[src/hw/ecp_pkg.sv]
// Shared constants for the edge capture unit with auxiliary PWM output.
// Assumes a single system clock and plain control ports, with no register bus.
package ecp_pkg;

    // ==========================================================
    // Widths
    localparam int CTR_W = 32;
    localparam int PRESCALE_W = 5;
    localparam int SEQ_W = 2;
    localparam int NUM_EVENTS = 4;
    localparam int FLAG_W = 8;

    // ==========================================================
    // Event flag layout (shared by enable, flag, clear and force words)
    localparam int FLG_GLOBAL = 0;
    localparam int FLG_EVT_FIRST = 1;
    localparam int FLG_OVERFLOW = 5;
    localparam int FLG_PERIOD = 6;
    localparam int FLG_COMPARE = 7;

    // ==========================================================
    // Reset values and counter wrap point
    localparam logic [CTR_W-1:0] CTR_RESET = 32'h0000_0000;
    localparam logic [CTR_W-1:0] CTR_ALL_ONES = 32'hFFFF_FFFF;
    localparam logic [CTR_W-1:0] SLOT_RESET = 32'h0000_0000;
    localparam logic [FLAG_W-1:0] FLAGS_RESET = 8'h00;
    localparam logic [SEQ_W-1:0] SEQ_RESET = 2'h0;
    localparam logic [PRESCALE_W-1:0] PRESCALE_BYPASS = 5'h00;

    // ==========================================================
    // Mode codes
    localparam logic MODE_CAPTURE = 1'b0;
    localparam logic MODE_PWM = 1'b1;
    localparam logic POL_ACTIVE_HIGH = 1'b0;
    localparam logic EDGE_RISING = 1'b0;

endpackage

[src/hw/ecp_prescaler.sv]
// Event prescaler: divides the capture pulse train by 2*field, or passes it.
// Assumes the input level is synchronous to sys_clk.
module ecp_prescaler
(
    // Clock and reset
    input wire logic sys_clk,
    input wire logic rst,
    // Configuration
    input wire logic [ecp_pkg::PRESCALE_W-1:0] prescale,
    // Signal
    input wire logic pin_level,
    output logic scaled_level
);

    // ==========================================================
    // Change detection and first-edge mask
    logic [ecp_pkg::PRESCALE_W-1:0] prescale_q;
    logic pin_q;
    logic mask;
    logic div_level;
    logic [ecp_pkg::PRESCALE_W-1:0] edge_cnt;
    logic pin_rise;
    logic cfg_change;
    logic swallow;

    assign pin_rise = pin_level & ~pin_q;
    assign cfg_change = (prescale != prescale_q);

    always_ff @(posedge sys_clk or posedge rst)
    begin
        if (rst)
        begin
            prescale_q <= ecp_pkg::PRESCALE_BYPASS;
            pin_q <= 1'b0;
            swallow <= 1'b0;
        end
        else
        begin
            prescale_q <= prescale;
            pin_q <= pin_level;
            swallow <= pin_level & (swallow | (mask & ~pin_q));
        end
    end

    // The edge after a change is swallowed so a half-counted ratio never leaks
    always_ff @(posedge sys_clk or posedge rst)
    begin
        if (rst)
            mask <= 1'b0;
        else if (cfg_change)
            mask <= 1'b1;
        else if (pin_rise)
            mask <= 1'b0;
    end

    // ==========================================================
    // Divider: toggles every field rising edges, ratio 2*field
    always_ff @(posedge sys_clk or posedge rst)
    begin
        if (rst)
        begin
            edge_cnt <= ecp_pkg::PRESCALE_BYPASS;
            div_level <= 1'b0;
        end
        else if (cfg_change)
        begin
            edge_cnt <= ecp_pkg::PRESCALE_BYPASS;
            div_level <= 1'b0;
        end
        else if (pin_rise && !mask)
        begin
            if (edge_cnt == prescale - 5'h01)
            begin
                edge_cnt <= ecp_pkg::PRESCALE_BYPASS;
                div_level <= ~div_level;
            end
            else
                edge_cnt <= edge_cnt + 5'h01;
        end
    end

    // Bypass drops the whole first pulse
    assign scaled_level = (prescale == ecp_pkg::PRESCALE_BYPASS) ?
        (pin_level & ~swallow & ~(mask & ~pin_q)) : div_level;
endmodule

[src/hw/ecp_capture.sv]
// Edge capture unit: time-stamps edges on one pin, or drives one PWM output.
// Assumes all control inputs are synchronous to sys_clk and write inputs are
// one-cycle pulses; the pin is shared and the enclosing pad resolves direction.

// How it works
// - Capture pulse train is divided by an even ratio 2..62 or passed through.
// - Prescale field zero bypasses the divider and feeds edge selectors directly.
// - First rising edge after a prescale change is dropped; ratio applies afterwards.
// - Each of four events has its own rising or falling edge select.
// - A slot takes the time-stamp as its load strobe ends.
// - Two-bit sequencer steps 0,1,2,3,0 on each qualified event unless stopped.
// - One-shot mode halts the sequencer and blocks loads when it equals stop value.
// - After one-shot stop, per-event counter reset still clears the counter until re-arm.
// - Re-arm zeroes the sequencer and allows loads again if load enable set.
// - Continuous mode ignores the stop value; slots fill as a circular buffer.
// - Counter counts each clock; hardware or forced sync loads the phase value.
// - With counter reset enabled for an event, capture first then clear to zero.
// - One-shot stop automatically clears the capture load enable bit.
// - PWM mode uses slot one/two as period/compare, three/four as shadows.
// - Seven latched events: four captures, overflow, period match, compare match.
// - Interrupt pulse when an enabled flag is set and global flag clear; sets global.
// - Force word sets event flags as if the event happened.
// - Capture flags only in capture mode; match flags only in PWM; overflow always.
// - No shadow loads in capture mode; PWM loads immediately or at period match.
// - PWM write to an active slot also writes its shadow.
// - Output high for compare cycles, full period at PERIOD+1 or more; polarity inverts.
module ecp_capture
(
    // Clock and reset
    input wire logic sys_clk,
    input wire logic rst,
    // Shared pin
    input wire logic capture_pin_in,
    output logic pwm_out,
    output logic pwm_oe,
    // Mode and capture configuration
    input wire logic capture_or_pwm_select,
    input wire logic [ecp_pkg::PRESCALE_W-1:0] prescale,
    input wire logic [ecp_pkg::NUM_EVENTS-1:0] edge_falling_select,
    input wire logic [ecp_pkg::NUM_EVENTS-1:0] counter_reset_on_event,
    input wire logic one_shot_mode,
    input wire logic [ecp_pkg::SEQ_W-1:0] stop_value,
    input wire logic strobe_a,
    input wire logic load_enable_write,
    input wire logic load_enable_wdata,
    output logic capture_load_enable,
    output logic [ecp_pkg::SEQ_W-1:0] event_sequencer,
    output logic sequencer_stopped,
    // Counter and sync
    input wire logic sync_in,
    input wire logic sync_enable,
    input wire logic sync_force,
    input wire logic [ecp_pkg::CTR_W-1:0] phase_value,
    input wire logic counter_write,
    input wire logic [ecp_pkg::CTR_W-1:0] counter_wdata,
    output logic [ecp_pkg::CTR_W-1:0] time_stamp_counter,
    // Slot access
    input wire logic [ecp_pkg::NUM_EVENTS-1:0] slot_write,
    input wire logic [ecp_pkg::CTR_W-1:0] slot_wdata,
    output logic [ecp_pkg::CTR_W-1:0] capture_slot_one,
    output logic [ecp_pkg::CTR_W-1:0] capture_slot_two,
    output logic [ecp_pkg::CTR_W-1:0] capture_slot_three,
    output logic [ecp_pkg::CTR_W-1:0] capture_slot_four,
    // PWM configuration
    input wire logic shadow_immediate,
    input wire logic output_polarity_select,
    // Event flags
    input wire logic [ecp_pkg::FLAG_W-1:0] event_enable_register,
    input wire logic event_clear_write,
    input wire logic [ecp_pkg::FLAG_W-1:0] event_clear_register,
    input wire logic event_force_write,
    input wire logic [ecp_pkg::FLAG_W-1:0] event_force_register,
    output logic [ecp_pkg::FLAG_W-1:0] event_flag_register,
    output logic interrupt_pulse
);

    // ==========================================================
    // Prescale and edge qualification
    logic scaled_level;
    logic scaled_q;
    logic edge_rise;
    logic edge_fall;
    logic edge_hit;
    logic capture_mode;
    logic cap_event;
    logic seq_live;
    logic load_strobe;
    logic stop_hit;
    logic ctr_clear;
    logic [ecp_pkg::NUM_EVENTS-1:0] slot_load_strobes;

    ecp_prescaler u_prescaler
    (
        .sys_clk(sys_clk),
        .rst(rst),
        .prescale(prescale),
        .pin_level(capture_pin_in),
        .scaled_level(scaled_level)
    );

    always_ff @(posedge sys_clk or posedge rst)
    begin
        if (rst)
            scaled_q <= 1'b0;
        else
            scaled_q <= scaled_level;
    end

    assign capture_mode = (capture_or_pwm_select == ecp_pkg::MODE_CAPTURE);
    assign edge_rise = scaled_level & ~scaled_q;
    assign edge_fall = ~scaled_level & scaled_q;
    // Polarity is chosen per sequencer state, so each event has its own edge
    assign edge_hit = (edge_falling_select[event_sequencer] == ecp_pkg::EDGE_RISING) ?
        edge_rise : edge_fall;
    assign cap_event = capture_mode & edge_hit;
    assign seq_live = cap_event & ~sequencer_stopped;
    assign load_strobe = seq_live & capture_load_enable;
    assign stop_hit = seq_live & one_shot_mode & (event_sequencer == stop_value);
    // Counter reset keeps acting after a one-shot stop, until re-arm
    assign ctr_clear = cap_event & counter_reset_on_event[event_sequencer];

    genvar gi;
    generate
        for (gi = 0; gi < ecp_pkg::NUM_EVENTS; gi++)
        begin : g_strobe
            assign slot_load_strobes[gi] =
                load_strobe & (event_sequencer == ecp_pkg::SEQ_W'(gi));
        end
    endgenerate

    // ==========================================================
    // Sequencer and one-shot control
    always_ff @(posedge sys_clk or posedge rst)
    begin
        if (rst)
        begin
            event_sequencer <= ecp_pkg::SEQ_RESET;
            sequencer_stopped <= 1'b0;
        end
        else if (strobe_a)
        begin
            event_sequencer <= ecp_pkg::SEQ_RESET;
            sequencer_stopped <= 1'b0;
        end
        else if (stop_hit)
            sequencer_stopped <= 1'b1;
        else if (seq_live)
            event_sequencer <= event_sequencer + 2'h1;
    end

    // Hardware stop overrides a software write in the same cycle
    always_ff @(posedge sys_clk or posedge rst)
    begin
        if (rst)
            capture_load_enable <= 1'b0;
        else if (stop_hit)
            capture_load_enable <= 1'b0;
        else if (load_enable_write)
            capture_load_enable <= load_enable_wdata;
    end

    // ==========================================================
    // Time-stamp counter
    logic sync_evt;
    logic pwm_mode;
    logic period_match;
    logic compare_match;
    logic overflow_evt;

    assign pwm_mode = ~capture_mode;
    assign sync_evt = sync_force | (sync_in & sync_enable);
    assign period_match = pwm_mode & (time_stamp_counter == capture_slot_one);
    assign compare_match = pwm_mode & (time_stamp_counter == capture_slot_two);
    assign overflow_evt = ~sync_evt & ~counter_write & ~ctr_clear & ~period_match &
        (time_stamp_counter == ecp_pkg::CTR_ALL_ONES);

    always_ff @(posedge sys_clk or posedge rst)
    begin
        if (rst)
            time_stamp_counter <= ecp_pkg::CTR_RESET;
        else if (sync_evt)
            time_stamp_counter <= phase_value;
        else if (counter_write)
            time_stamp_counter <= counter_wdata;
        else if (ctr_clear || period_match)
            time_stamp_counter <= ecp_pkg::CTR_RESET;
        else
            time_stamp_counter <= time_stamp_counter + 32'h0000_0001;
    end

    // ==========================================================
    // Capture slots and PWM shadows
    // A slot samples the counter on the edge that ends its strobe cycle, the
    // same edge on which the counter clears, so the old value is kept
    always_ff @(posedge sys_clk or posedge rst)
    begin
        if (rst)
            capture_slot_one <= ecp_pkg::SLOT_RESET;
        else if (slot_load_strobes[0])
            capture_slot_one <= time_stamp_counter;
        else if (slot_write[0])
            capture_slot_one <= slot_wdata;
        else if (pwm_mode && slot_write[2] && shadow_immediate)
            capture_slot_one <= slot_wdata;
        else if (pwm_mode && period_match && !shadow_immediate)
            capture_slot_one <= capture_slot_three;
    end

    always_ff @(posedge sys_clk or posedge rst)
    begin
        if (rst)
            capture_slot_two <= ecp_pkg::SLOT_RESET;
        else if (slot_load_strobes[1])
            capture_slot_two <= time_stamp_counter;
        else if (slot_write[1])
            capture_slot_two <= slot_wdata;
        else if (pwm_mode && slot_write[3] && shadow_immediate)
            capture_slot_two <= slot_wdata;
        else if (pwm_mode && period_match && !shadow_immediate)
            capture_slot_two <= capture_slot_four;
    end

    always_ff @(posedge sys_clk or posedge rst)
    begin
        if (rst)
            capture_slot_three <= ecp_pkg::SLOT_RESET;
        else if (slot_load_strobes[2])
            capture_slot_three <= time_stamp_counter;
        else if (slot_write[2] || (pwm_mode && slot_write[0]))
            capture_slot_three <= slot_wdata;
    end

    always_ff @(posedge sys_clk or posedge rst)
    begin
        if (rst)
            capture_slot_four <= ecp_pkg::SLOT_RESET;
        else if (slot_load_strobes[3])
            capture_slot_four <= time_stamp_counter;
        else if (slot_write[3] || (pwm_mode && slot_write[1]))
            capture_slot_four <= slot_wdata;
    end

    // ==========================================================
    // PWM output
    // Comparison is on the current count, so compare N gives N high cycles
    // and any compare above the period keeps the output high throughout
    logic pwm_active;
    assign pwm_active = (time_stamp_counter < capture_slot_two);

    always_ff @(posedge sys_clk or posedge rst)
    begin
        if (rst)
            pwm_out <= 1'b0;
        else if (!pwm_mode)
            pwm_out <= 1'b0;
        else if (output_polarity_select == ecp_pkg::POL_ACTIVE_HIGH)
            pwm_out <= pwm_active;
        else
            pwm_out <= ~pwm_active;
    end

    always_ff @(posedge sys_clk or posedge rst)
    begin
        if (rst)
            pwm_oe <= 1'b0;
        else
            pwm_oe <= pwm_mode;
    end

    // ==========================================================
    // Event flags and interrupt pulse
    logic [ecp_pkg::FLAG_W-1:0] hw_events;
    logic [ecp_pkg::FLAG_W-1:0] force_bits;
    logic [ecp_pkg::FLAG_W-1:0] clear_bits;
    logic [ecp_pkg::FLAG_W-1:0] next_flags;
    logic fire;

    always_comb
    begin
        hw_events = ecp_pkg::FLAGS_RESET;
        for (int i = 0; i < ecp_pkg::NUM_EVENTS; i++)
            hw_events[ecp_pkg::FLG_EVT_FIRST + i] =
                seq_live & (event_sequencer == i[ecp_pkg::SEQ_W-1:0]);
        hw_events[ecp_pkg::FLG_OVERFLOW] = overflow_evt;
        hw_events[ecp_pkg::FLG_PERIOD] = period_match;
        hw_events[ecp_pkg::FLG_COMPARE] = compare_match;
    end

    // The global bit cannot be forced; it is only set by a pulse
    assign force_bits = event_force_write ?
        (event_force_register & ~8'h01) : ecp_pkg::FLAGS_RESET;
    assign clear_bits = event_clear_write ? event_clear_register : ecp_pkg::FLAGS_RESET;
    assign fire = (|(event_flag_register & event_enable_register & ~8'h01)) &
        ~event_flag_register[ecp_pkg::FLG_GLOBAL];

    always_comb
    begin
        next_flags = (event_flag_register & ~clear_bits) | hw_events | force_bits;
        if (fire)
            next_flags[ecp_pkg::FLG_GLOBAL] = 1'b1;
    end

    always_ff @(posedge sys_clk or posedge rst)
    begin
        if (rst)
            event_flag_register <= ecp_pkg::FLAGS_RESET;
        else
            event_flag_register <= next_flags;
    end

    always_ff @(posedge sys_clk or posedge rst)
    begin
        if (rst)
            interrupt_pulse <= 1'b0;
        else
            interrupt_pulse <= fire;
    end

endmodule

[config.mk]
export PLATFORM = sky130hd
export DESIGN_NAME = ecp_capture
export DESIGN_NICKNAME = d
export VERILOG_FILES = /design/src/hw/ecp_pkg.sv /design/src/hw/ecp_prescaler.sv /design/src/hw/ecp_capture.sv
export SDC_FILE = /design/constraint.sdc
export NUM_CORES = 1
export LEC_CHECK = 0
export ABC_AREA = 1
export ABC_CLOCK_PERIOD_IN_PS = 18300
export BUFFER_PORTS_ARGS = -buffer_cell sky130_fd_sc_hd__buf_4
export CAP_MARGIN = 15
export CORE_ASPECT_RATIO = 0.7
export CORE_MARGIN = 2
export CORE_UTILIZATION = 42
export CTS_CLUSTER_DIAMETER = 150
export CTS_CLUSTER_SIZE = 16
export DETAILED_ROUTE_END_ITERATION = 7
export MAX_ROUTING_LAYER = met4
export PLACE_DENSITY = 0.68
export SYNTH_ARGS = -nofsm -noshare
export SYNTH_HDL_FRONTEND = slang
export SYNTH_SLANG_ARGS = --single-unit
[constraint.sdc]
create_clock -name sys_clk -period 18.3 [get_ports sys_clk]
set_clock_uncertainty 0.15 [all_clocks]
set_input_delay 2.745 -clock sys_clk [delete_from_list [all_inputs] [get_ports sys_clk]]
set_output_delay 2.745 -clock sys_clk [all_outputs]
set_load 0.03 [all_outputs]
==> run metrics <==
outcome complete, no violations; Clock Latency Late Sink 0.47 ns; RSZ-0062 raised after global routing no; syn nets 2374; post-route ant nets 0; reg2reg end capture_slot_three[16]; global route total overflow 0; drt total wl 55.61 mm; type of origin of the critical path input pin; Core Region 32340 sq um; Place WS 12.19 ns; min cycle time layout 5.736 ns; CP startpoint prescale[0]; Tot GR Track Use 33.56%; area grow syn2layout 21.96%; Crit Path Class in -> reg; hpwl dp 38.92 mm; Peak VDD IR 0.05688 mV; routability cong. 0.9384; DR WL/cell 19.58 um; Final Max Tran Viols 0; hold buffer count at CTS 0; Post-Syn Area 13790 sq um; final worst path period share 31.34%; CP Data Required Time 18.54 ns; Worst Tran Pin Value 1.128 ns; # clock sinks 190; drt first pass iters 8; #FFs+latches synth 190; total of max-cap violations 0; Die Y 155.6 um; clk buf depth 2; DR vias 15669; worst reg-to-reg path cell count 6; FF-to-FF setup slack 14.22 ns; Leak 9.122 nW; Yosys Warn Count 0; clock slew at reported path FFs 0.07 ns; via/cell ratio 5.517; Max Freq 174.3 MHz; Die Area 34310 sq um; cells after synthesis 2179; H-tree depth 4; first-pass GRT wire length 85.23 mm; CTS Buf Count 17; row count 55; Reg-to-Reg Start capture_load_enable; Avg Inst Size Synth 6.327 sq um; ANT cells 0; Top Ports 330; Netlist cell types 31; initial DRC count 1483; Final Hold Fails 0; Setup crit end kind register; die width 220.5 um; layout cells sized above 1 16.37%; Root Driver clkbuf_16; register area share after synthesis 34.49%; Reg area 4758 sq um; CTS resizes 0; antenna violations before repair 0; FILL cells 3294; multi-input logic area 7816 sq um; Post-CTS Setup Inserts 0; setup TNS 0 ns; nets@finish 2595; Residual DRC 0; PortBufs 327; vias in the first global route 14482; largest net degree at the start of global routing 118; worst-path maximum fanout 33; Arrival @ worst endpoint 5.98 ns; Initial Utilization 42.62%; TritonCTS clock tree yes; power per cell area 81.17 nW/um^2; Hold Crit Class reg -> reg; Final WS setup 12.56 ns; crit path to capture_slot_three[16]; final setup fails 0; Slew HR 24.78%
layout by cell type, fill, tap and decap left out, types with 17 or more instances in the layout:
cell and n:
nand3_1 51, a21oi_1 44, nor2_1 350, buf_4 349, ha_1 38, nand4_1 218, inv_1 138, dfrtp_1 189
nand2_1 892, xor2_1 33, clkbuf_16 17
cell families (layout without fill, tap and decap cells):
| group | count (synthesis) | after routing | synth area share (%) |
|---|---|---|---|
| buffers and inverters | 290 | 524 | 9.031 |
| flip-flops | 190 | 190 | 34.49 |
| AO/OA/AOI/OAI | 76 | 76 | 3.013 |
| XOR/XNOR | 45 | 45 | 2.859 |
| AND/OR/NAND/NOR | 1537 | 1537 | 46.91 |
| multiplexers | 1 | 1 | 0.07261 |
| adder cells (fa/ha/maj) | 40 | 40 | 3.630 |
layout make-up:
type | count | area share (%)
inverter | 142 | 3.215
clock buffer | 19 | 2.575
multi-input combinational | 1699 | 46.49
clock inverter | 13 | 0.5730
tap | 427 | 3.178
sequential | 190 | 28.30
timing repair buffer | 350 | 15.67
synthesized netlist by cell type:
| library cell | instances | area [sq um] |
|---|---|---|
| buf_1 | 20 | 75.07 |
| nor4_1 | 3 | 18.77 |
| clkbuf_1 | 71 | 266.5 |
| a21o_1 | 2 | 15.01 |
| nor2_1 | 351 | 1318 |
| a22oi_1 | 4 | 30.03 |
| a22o_1 | 2 | 17.52 |
| or2_2 | 1 | 6.260 |
| mux2i_1 | 1 | 10.01 |
| buf_4 | 9 | 67.56 |
| dfrtp_1 | 190 | 4755 |
| o21a_1 | 2 | 15.01 |
| buf_2 | 34 | 170.2 |
| inv_1 | 141 | 529.3 |
| o22ai_1 | 3 | 18.77 |
| nand2_1 | 892 | 3348 |
| ha_1 | 40 | 500.5 |
| a21oi_1 | 46 | 230.2 |
| nand3b_1 | 13 | 97.59 |
| a221oi_1 | 1 | 8.760 |
| buf_6 | 10 | 112.6 |
| nand2_4 | 1 | 11.26 |
| nand3_1 | 53 | 265.3 |
| xor2_1 | 33 | 289.0 |
| nand3_4 | 1 | 17.52 |
| nor3_1 | 4 | 20.02 |
| inv_2 | 1 | 3.750 |
| nand4_1 | 218 | 1364 |
| clkbuf_2 | 4 | 20.02 |
| o21ai_0 | 16 | 80.08 |
| xnor2_1 | 12 | 105.1 |
per-layer routing:
metal	global-route usage (%)	vias to the layer above	part of all wire [%]
li1	-	7393	-
met1	45.83	7350	43
met2	48.69	823	44
met3	7.018	103	9.5
met4	12.95	0	3.9
met5	-	-	0
stage by stage:
stage | util, % | hold slack (ns) | area, sq um | std cells | total power, mW
4_1_cts | 51.94 | 0.3392 | 16800 | 2839 | 1.363
2_1_floorplan | - | 0.3342 | 13790 | 2179 | 0.8131
3_5_place_dp | 50.30 | 0.3186 | 16270 | 2807 | 1.010
3_3_place_gp | 50.30 | 0.3057 | 16270 | 2807 | 1.001
5_1_grt | 51.98 | 0.3731 | 16810 | 2840 | 1.435
6_report | 51.98 | 0.3384 | 16810 | 2840 | 1.365
registers in the layout, indices dropped and copies added (netlist names), 2 cells and up:
name	flops
capture_slot_four	32
capture_slot_one	32
capture_slot_three	32
capture_slot_two	32
event_flag_register	8
event_sequencer	2
time_stamp_counter	32
u_prescaler.edge_cnt	5
u_prescaler.prescale_q	5
worst max-delay path, stage by stage:
cell	delay [ns]
buf_4	0.13
inv_1	0.12
ha_1	0.19
inv_1	0.04
nor2_1	0.09
nand2_1	0.12
nand2_1	0.08
nand2_1	0.08
nand2_1	0.11
nand3_1	0.11
nor2_4	0.12
nand3_2	0.72
nand2_1	0.64
buf_4	0.44
nor2_1	0.09
nor2_1	0.12
where the power goes:
| part | switching, mW | total (mW) | internal [mW] |
|---|---|---|---|
| Combinational | 0.302 | 0.467 | 0.165 |
| Sequential | 0.0745 | 0.541 | 0.466 |
| Clock | 0.184 | 0.358 | 0.174 |
| Total | 0.560 | 1.36 | 0.805 |
how the worst min path moves through the flow:
stage                      startpoint  slack (ns)  cells after the start               endpoint
3_3_place_gp   event_flag_register[0]        0.31                      1        interrupt_pulse
3_5_place_dp   event_flag_register[0]        0.32                      1        interrupt_pulse
5_1_grt        event_flag_register[0]        0.37                      1        interrupt_pulse
2_1_floorplan   u_prescaler.div_level        0.33                      2  u_prescaler.div_level
6_report       event_flag_register[0]        0.34                      1        interrupt_pulse
4_1_cts        event_flag_register[0]        0.34                      1        interrupt_pulse
(Power assumes the default switching activity.)
